==> src/inc/tone_port_pkg.sv <==
// constants for the tone transceiver host port and steering logic
// assumes a 100 MHz system clock feeding every register of the block
package tone_port_pkg;

    // system clock and colour-burst reference
    localparam longint CLK_HZ = 100000000;
    localparam longint XTAL_HZ = 3579545;
    localparam int PHASE_W = 32;
    localparam logic [31:0] PHASE_INC = 32'(((XTAL_HZ << PHASE_W) + CLK_HZ / 2) / CLK_HZ);

    // latch settling delay before the delayed-steering flag, in oscillator periods
    localparam int SETTLE_OSC_PERIODS = 4;
    localparam int SETTLE_W = 4;

    // pin synchroniser depth and width of the host nibble bus
    localparam int SYNC_STAGES = 3;
    localparam int BUS_W = 4;

    // register-select levels
    localparam logic SEL_DATA = 1'b0;
    localparam logic SEL_CTRL = 1'b1;

    // control nibble fields
    localparam int CTRL_IRQ_EN = 0;
    localparam int CTRL_CP_MODE = 1;
    localparam logic [3:0] CTRL_RESET = 4'h0;

    // status nibble fields
    localparam int STAT_IRQ = 0;
    localparam int STAT_TX_DONE = 1;
    localparam int STAT_RX_READY = 2;
    localparam int STAT_DSTEER = 3;

    localparam logic [3:0] NIBBLE_RESET = 4'h0;

    // steering sequence
    typedef enum logic [1:0] {
        ST_ARMED = 2'b00,
        ST_SETTLE = 2'b01,
        ST_HELD = 2'b10
    } steer_e;

endpackage : tone_port_pkg

==> src/core/tone_host_port.sv <==
// host nibble port and tone-pair steering of the dual-tone transceiver
// assumes detector inputs (pair_valid, pair_code, cp_level, tx_burst_done)
// are already on clk; bus strobes and the steering pin are asynchronous
//
// Contract
// - data lines float unless a selected read
// - select is active low, gates all strobes
// - register selector steers each access
// - interrupt mode pulls notify low on burst
// - call-progress mode outputs rectangular filtered tone
// - early detection rises on valid pair
// - early detection drops on any loss
// - steering rise registers pair, starts settle delay
// - steering fall re-arms for next pair
// - guard drive from early detection and steering
// - timing from colour-burst referenced oscillator
// - guard stays high while early detection holds
// - delayed steering flag after settle, pulls notify in interrupt mode
// - code latch on delayed steering, read back
`timescale 1ns/1ps
`default_nettype none
module tone_host_port (
    input wire logic clk,
    input wire logic reset,
    input wire logic select_n,
    input wire logic read_n,
    input wire logic write_n,
    input wire logic register_selector,
    input wire logic [3:0] host_bus_in,
    output logic [3:0] host_bus_out,
    output logic host_bus_oe,
    input wire logic pair_valid,
    input wire logic [3:0] pair_code,
    input wire logic cp_level,
    input wire logic tx_burst_done,
    output logic pair_detected,
    input wire logic steer_guard_pin,
    output logic steer_guard_out,
    output logic steer_guard_oe,
    output logic notify_or_tone_out,
    output logic notify_or_tone_oe,
    output logic xtal_out,
    output logic [3:0] tx_code,
    output logic tx_load,
    output logic [3:0] control
);
    localparam int NSYNC = 9;

    // synchronised pins
    logic [NSYNC-1:0] pins_raw;
    logic [NSYNC-1:0] pins_s;
    wire sel_s = pins_s[8];
    wire rd_s = pins_s[7];
    wire wr_s = pins_s[6];
    wire rs_s = pins_s[5];
    wire st_s = pins_s[4];
    wire [3:0] data_s = pins_s[3:0];

    assign pins_raw = {select_n, read_n, write_n, register_selector,
                       steer_guard_pin, host_bus_in};

    // strobes and data pass four flops before any decode
    pin_sync #(
        .WIDTH(NSYNC),
        .INIT(9'h1c0)
    ) pin_sync_inst (
        .clk(clk),
        .reset(reset),
        .pin(pins_raw),
        .level(pins_s)
    );

    // previous strobe levels for edge detection
    logic rd_prev_q;
    logic wr_prev_q;
    logic st_prev_q;

    always_ff @(posedge clk) begin
        if (reset) begin
            rd_prev_q <= 1'b1;
            wr_prev_q <= 1'b1;
            st_prev_q <= 1'b0;
        end else begin
            rd_prev_q <= rd_s;
            wr_prev_q <= wr_s;
            st_prev_q <= st_s;
        end
    end

    // bus decode; the host is trusted to gate select with its latch enable,
    // so an address phase never shows as a select here
    wire selected = ~sel_s;
    wire rd_active = selected & ~rd_s;
    wire rd_end = selected & rd_s & ~rd_prev_q;
    wire wr_end = selected & wr_s & ~wr_prev_q;
    wire wr_data = wr_end & (rs_s == tone_port_pkg::SEL_DATA);
    wire wr_ctrl = wr_end & (rs_s == tone_port_pkg::SEL_CTRL);
    wire rd_stat_end = rd_end & (rs_s == tone_port_pkg::SEL_CTRL);
    wire st_rise = st_s & ~st_prev_q;
    wire st_fall = ~st_s & st_prev_q;

    // colour-burst reference: phase accumulator at the crystal rate
    logic [tone_port_pkg::PHASE_W-1:0] phase_q;
    logic xtal_q;
    wire [tone_port_pkg::PHASE_W-1:0] phase_d = phase_q + tone_port_pkg::PHASE_INC;
    wire osc_tick = phase_d[tone_port_pkg::PHASE_W-1] & ~phase_q[tone_port_pkg::PHASE_W-1];

    always_ff @(posedge clk) begin
        if (reset) begin
            phase_q <= '0;
            xtal_q <= 1'b0;
        end else begin
            phase_q <= phase_d;
            xtal_q <= phase_q[tone_port_pkg::PHASE_W-1];
        end
    end

    // early detection follows the detector with one flop of delay
    logic pair_det_q;

    always_ff @(posedge clk) begin
        if (reset) begin
            pair_det_q <= 1'b0;
        end else begin
            pair_det_q <= pair_valid;
        end
    end

    // steering sequence
    tone_port_pkg::steer_e state_q;
    tone_port_pkg::steer_e state_d;
    logic [tone_port_pkg::SETTLE_W-1:0] settle_q;
    logic [tone_port_pkg::SETTLE_W-1:0] settle_d;
    logic [3:0] pend_code_q;
    logic [3:0] rx_code_q;
    logic dsteer_q;
    logic rx_ready_q;

    wire settle_done = (settle_q == tone_port_pkg::SETTLE_W'(tone_port_pkg::SETTLE_OSC_PERIODS));
    wire do_register = (state_q == tone_port_pkg::ST_ARMED) & st_rise;
    wire dsteer_rise = (state_q == tone_port_pkg::ST_SETTLE) & settle_done & st_s;

    always_comb begin
        state_d = state_q;
        settle_d = settle_q;
        unique case (state_q)
            tone_port_pkg::ST_ARMED: begin
                settle_d = '0;
                if (st_rise) begin
                    state_d = tone_port_pkg::ST_SETTLE;
                end
            end
            tone_port_pkg::ST_SETTLE: begin
                if (~st_s) begin
                    state_d = tone_port_pkg::ST_ARMED;
                end else if (settle_done) begin
                    state_d = tone_port_pkg::ST_HELD;
                end else if (osc_tick) begin
                    settle_d = settle_q + 1'b1;
                end
            end
            tone_port_pkg::ST_HELD: begin
                if (st_fall) begin
                    state_d = tone_port_pkg::ST_ARMED;
                end
            end
            default: begin
                state_d = tone_port_pkg::ST_ARMED;
            end
        endcase
    end

    always_ff @(posedge clk) begin
        if (reset) begin
            state_q <= tone_port_pkg::ST_ARMED;
            settle_q <= '0;
        end else begin
            state_q <= state_d;
            settle_q <= settle_d;
        end
    end

    // pair taken on registration, shown to the host on the delayed-steering edge
    always_ff @(posedge clk) begin
        if (reset) begin
            pend_code_q <= tone_port_pkg::NIBBLE_RESET;
            rx_code_q <= tone_port_pkg::NIBBLE_RESET;
            dsteer_q <= 1'b0;
        end else begin
            if (do_register) begin
                pend_code_q <= pair_code;
            end
            if (dsteer_rise) begin
                rx_code_q <= pend_code_q;
            end
            dsteer_q <= (state_d == tone_port_pkg::ST_HELD);
        end
    end

    // guard: released while the capacitor charges, held high once registered
    // while early detection holds, pulled low otherwise to reset the timing
    wire registered = (state_q != tone_port_pkg::ST_ARMED);
    wire guard_hi = pair_det_q & registered;
    wire guard_lo = ~pair_det_q;
    logic guard_out_q;
    logic guard_oe_q;

    always_ff @(posedge clk) begin
        if (reset) begin
            guard_out_q <= 1'b0;
            guard_oe_q <= 1'b0;
        end else begin
            guard_out_q <= guard_hi;
            guard_oe_q <= guard_hi | guard_lo;
        end
    end

    // host-written registers
    logic [3:0] ctrl_q;
    logic [3:0] tx_code_q;
    logic tx_load_q;

    always_ff @(posedge clk) begin
        if (reset) begin
            ctrl_q <= tone_port_pkg::CTRL_RESET;
            tx_code_q <= tone_port_pkg::NIBBLE_RESET;
            tx_load_q <= 1'b0;
        end else begin
            if (wr_ctrl) begin
                ctrl_q <= data_s;
            end
            if (wr_data) begin
                tx_code_q <= data_s;
            end
            tx_load_q <= wr_data;
        end
    end

    wire irq_en = ctrl_q[tone_port_pkg::CTRL_IRQ_EN];
    wire cp_mode = ctrl_q[tone_port_pkg::CTRL_CP_MODE];

    // sticky event flags: an event in the clearing cycle survives the clear
    logic tx_done_q;
    wire rx_event = dsteer_rise;
    wire tx_done_d = tx_burst_done | (tx_done_q & ~rd_stat_end);
    wire rx_ready_d = rx_event | (rx_ready_q & ~(rd_end & (rs_s == tone_port_pkg::SEL_DATA)));

    always_ff @(posedge clk) begin
        if (reset) begin
            tx_done_q <= 1'b0;
            rx_ready_q <= 1'b0;
        end else begin
            tx_done_q <= tx_done_d;
            rx_ready_q <= rx_ready_d;
        end
    end

    // status nibble as the host sees it
    wire irq_pend = tx_done_q | rx_ready_q | dsteer_q;
    wire [3:0] status_nib = {dsteer_q, rx_ready_q, tx_done_q, irq_pend};
    wire [3:0] read_nib = (rs_s == tone_port_pkg::SEL_CTRL) ? status_nib : rx_code_q;

    // bus drive, only during a selected read
    logic [3:0] bus_out_q;
    logic bus_oe_q;

    always_ff @(posedge clk) begin
        if (reset) begin
            bus_out_q <= tone_port_pkg::NIBBLE_RESET;
            bus_oe_q <= 1'b0;
        end else begin
            bus_out_q <= read_nib;
            bus_oe_q <= rd_active;
        end
    end

    // notify pin: open drain, pulled low by driving its enable
    // call-progress mode takes priority because it reuses the same pin
    wire notify_irq = irq_en & (tx_done_q | rx_ready_q | dsteer_q);
    wire notify_cp = ~cp_level;
    wire notify_pull = cp_mode ? notify_cp : notify_irq;
    logic notify_oe_q;
    logic notify_out_q;

    always_ff @(posedge clk) begin
        if (reset) begin
            notify_oe_q <= 1'b0;
            notify_out_q <= 1'b0;
        end else begin
            notify_oe_q <= notify_pull;
            notify_out_q <= 1'b0;
        end
    end

    assign host_bus_out = bus_out_q;
    assign host_bus_oe = bus_oe_q;
    assign pair_detected = pair_det_q;
    assign steer_guard_out = guard_out_q;
    assign steer_guard_oe = guard_oe_q;
    assign notify_or_tone_out = notify_out_q;
    assign notify_or_tone_oe = notify_oe_q;
    assign xtal_out = xtal_q;
    assign tx_code = tx_code_q;
    assign tx_load = tx_load_q;
    assign control = ctrl_q;
endmodule : tone_host_port
`default_nettype wire

==> src/core/pin_sync.sv <==
// per-bit pin synchroniser: three flops and a level register, output moves when stages two and three agree
// assumes inputs are asynchronous to clk; the first stage feeds only the second
`timescale 1ns/1ps
`default_nettype none
module pin_sync #(
    parameter int WIDTH = 1,
    parameter logic [WIDTH-1:0] INIT = '0
) (
    input wire logic clk,
    input wire logic reset,
    input wire logic [WIDTH-1:0] pin,
    output logic [WIDTH-1:0] level
);
    if (WIDTH < 1) begin : g_bad_width
        $error("pin_sync width must be at least one");
    end

    genvar i;
    generate
        for (i = 0; i < WIDTH; i++) begin : g_bit
            logic s1_q;
            logic s2_q;
            logic s3_q;
            logic lvl_q;
            wire agree = (s2_q == s3_q);
            always_ff @(posedge clk) begin
                if (reset) begin
                    s1_q <= INIT[i];
                    s2_q <= INIT[i];
                    s3_q <= INIT[i];
                    lvl_q <= INIT[i];
                end else begin
                    s1_q <= pin[i];
                    s2_q <= s1_q;
                    s3_q <= s2_q;
                    // a one-cycle disagreement never reaches the logic
                    if (agree) begin
                        lvl_q <= s3_q;
                    end
                end
            end
            assign level[i] = lvl_q;
        end
    endgenerate
endmodule : pin_sync
`default_nettype wire

==> config.mk <==
export PLATFORM = sky130hd
export DESIGN_NAME = tone_host_port
export DESIGN_NICKNAME = d
export VERILOG_FILES = /design/src/inc/tone_port_pkg.sv /design/src/core/tone_host_port.sv /design/src/core/pin_sync.sv
export SDC_FILE = /design/constraint.sdc
export NUM_CORES = 1
export LEC_CHECK = 0
export ABC_CLOCK_PERIOD_IN_PS = 5600
export BUFFER_PORTS_ARGS = -buffer_cell sky130_fd_sc_hd__buf_2
export CAP_MARGIN = 10
export CORE_AREA = 3 3 121 123
export CTS_CLUSTER_DIAMETER = 50
export CTS_CLUSTER_SIZE = 30
export DETAILED_ROUTE_END_ITERATION = 16
export DIE_AREA = 0 0 124 126
export SYNTH_ARGS = -nofsm -noshare
export SYNTH_HDL_FRONTEND = slang
export SYNTH_SLANG_ARGS = --single-unit
==> constraint.sdc <==
create_clock -name clk -period 5.6 [get_ports clk]
set_input_delay 0 -clock clk [delete_from_list [all_inputs] [get_ports clk]]
set_output_delay 0 -clock clk [all_outputs]
set_load 0.02 [all_outputs]
==> results_dict.tcl <==
set metrics [dict create \
    p_int_mw 1.25 \
    synth_ff_type "dfxtp_1" \
    io_buffers 36 \
    relSlewSlack_pct 19.5 \
    cts_tree "yes" \
    dp_hpwl_um 4950 \
    reg2reg_from "phase_q[10]$_SDFF_PP0_" \
    leakagePower_nw 1.81 \
    pin_count 38 \
    period_share_pct 43.8 \
    run_status "completed" \
    routabilityCongestion 0.721 \
    power_frac_clock_pct 35.6 \
    syn_to_final_growth_pct 19.6 \
    p_comb_share_pct 13.4 \
    cp.required_ps 5790 \
    p_per_area_nw_per_um2 355 \
    worstSetupStartpoint "phase_q[10]$_SDFF_PP0_" \
    grt_max_degree 107 \
    yosysWarnings 0 \
    num_vias 2874 \
    ys_types 49 \
    syn_inst 414 \
    cp_top_family "compound AO/OA/AOI/OAI gates" \
    nFillCells 1424 \
    worstMarginPinSlew_ps 1190 \
    setup-violations-final 0 \
    seqPwrFrac_pct 51.0 \
    synth_most_common_cell "dfxtp_1" \
    synth_edf_count 0 \
    drc 0 \
    nets 482 \
    syn-num-nets 436 \
    drt-initial-drc-count 86 \
    max_stage_delay_ps 540 \
    final_layout_size_suffix_gt1_share_pct 16.6 \
    first_global_vias 2734 \
    dieArea_um2 15600 \
    syn_avg_cell_area_um2 9.79 \
    overflow 0 \
    fmax_mhz 408 \
    hold_start "reset" \
    setup_tns_ps 0 \
    cts.sinks 107 \
    rsz0062_at_grt "false" \
    synthTopCellsByArea "dfxtp_1, nor2_1, mux2i_1, nor2b_1, a21oi_1" \
    antenna_left 0 \
    cts-root-buf "clkbuf_16" \
    hold_viol_final 0 \
    yosys.area.top_type "dfxtp_1" \
    hp-class "in2reg" \
    antenna_found_initial 0 \
    vias_per_cell 4.46 \
    crit_buf_inv 0 \
    cts_made_buffers 9 \
    fin_worst_skew_ps 6.53 \
    finalCriticalPeriod_ps 2450 \
    ctsHtreeMaxLevel 3 \
    grt_pass1_wl_um 12700 \
    syn_area_um2 4050 \
    cap_viol_max_count 0 \
    async_flop_share_pct 0 \
    drt_pass1_iterations 4 \
    fp.dieH_um 126 \
    crit_fanout 7 \
    clockBufferDepth 2 \
    critPathCaptureType "flop" \
    whs_ps 268 \
    drv_slew 0 \
    slowest_stage "a2111oi_4" \
    cts.repair.resized 0 \
    ir_drop_v 0.000178 \
    ys_ff_latch 107 \
    coreArea_um2 13800 \
    wire_per_inst_um 11.2 \
    yosysSeqAreaShare_pct 52.8 \
    num_rows 43 \
    start_util_pct 29.4 \
    clkSlewWorstSetupHoldPaths_ps 70 \
    fp.dieW_um 124 \
    arrival_ps 2640 \
    track_usage_pct 10.0 \
    netSwitchingFraction_pct 27.5 \
    num_antenna_cells 0 \
    insertion_delay_ps 350 \
    crit_chain "nand3_2, a2111oi_4, a21oi_4, a21oi_1, ha_1, nand3_1, a211oi_1, xnor2_1, nor3_1" \
    crit_type "reg2reg" \
    yosysTopAreaCellShare_pct 52.8 \
    p_sw_mw 0.475 \
    route.final.wire_length_um 7250 \
    cp-start-kind "flop" \
    yosys-top-cells-count "dfxtp_1, nor2_1, a21oi_1, nor2b_1, mux2i_1" \
]
[final timing paths]
kind,to,cells past startpoint,slack (ps)
max,settle_q[3]$_SDFFE_PP0P_,9,3150
min,phase_q[11]$_SDFF_PP0_,2,270
max reg2reg,settle_q[3]$_SDFFE_PP0P_,9,3150
min reg2reg,pin_sync_inst.g_bit[7].s2_q$_SDFF_PP1_,1,410
[power groups by stage]
stage | Sequential [mW] | Combinational [mW] | Clock (mW)
6_report | 0.880 | 0.231 | 0.613
3_3_place_gp | 0.892 | 0.219 | 0
5_1_grt | 0.889 | 0.262 | 0.668
2_1_floorplan | 0.885 | 0.190 | 0
4_1_cts | 0.881 | 0.235 | 0.639
3_5_place_dp | 0.898 | 0.225 | 0
[routing by layer]
metal	global-route usage [%]	share of wire [%]
met5	0	0
met1	13.3	49
met2	15.2	45
met4	2.90	1.3
met3	3.73	4.2
[registers in the layout, indices dropped and copies added, names as in the netlist, 2 cells and up]
signal / cells
phase_q: 32
settle_q: 4
pin_sync_inst.g_bit.lvl_q: 9
pin_sync_inst.g_bit.s2_q: 9
pin_sync_inst.g_bit.s3_q: 9
control: 4
state_q: 2
rx_code_q: 4
pend_code_q: 4
pin_sync_inst.g_bit.s1_q: 9
host_bus_out: 4
tx_code: 4
[through the flow]
step                      total power [mW]  std cells  cell area (um2)  utilization (%)  worst slack (ps)
final                                 1.72        645             4850             35.2              3150
after global routing                  1.82        645             4850             35.2              2960
after CTS                             1.75        645             4850             35.2              3120
after detailed placement              1.12        613             4390             31.9              3120
after global placement                1.11        613             4390             31.9              3250
after floorplan                       1.07        414             4050                -              3450
[cell families after synthesis]
logic type,share of synthesized area [%]
buffers and inverters,2.50
AO/OA/AOI/OAI,10.5
flip-flops,52.8
adder cells (fa/ha/maj),1.23
AND/OR/NAND/NOR,22.9
multiplexers,6.05
other,0.0925
XOR/XNOR,3.89
[what timing repair did]
action	in CTS	in global routing
hold buffers	16	0
setup buffers	0	0
hold endpoints to repair	16	0
[area by class of cell]
cell class	instances	area, um2	area share (%)
inverter	9	33.8	0.697
timing repair buffer	52	343	7.07
sequential	107	2140	44.2
multi-input combinational	281	1810	37.3
tap	180	225	4.64
clock inverter	6	56.3	1.16
clock buffer	10	239	4.93
[cells in the final DEF (no fill, tap or decap), drive strengths merged, types with 6 or more instances in the layout]
master         n
nand2         19
clkbuf        10
nor2b         24
inv           12
dlygate4sd3   16
nand3         12
mux2i         20
dfxtp        107
nor3          13
buf           36
o21ai         12
xnor2         12
or2           11
xor2           6
a21oi         30
nor2          63
Note: power is estimated with default switching activity, not from simulation.
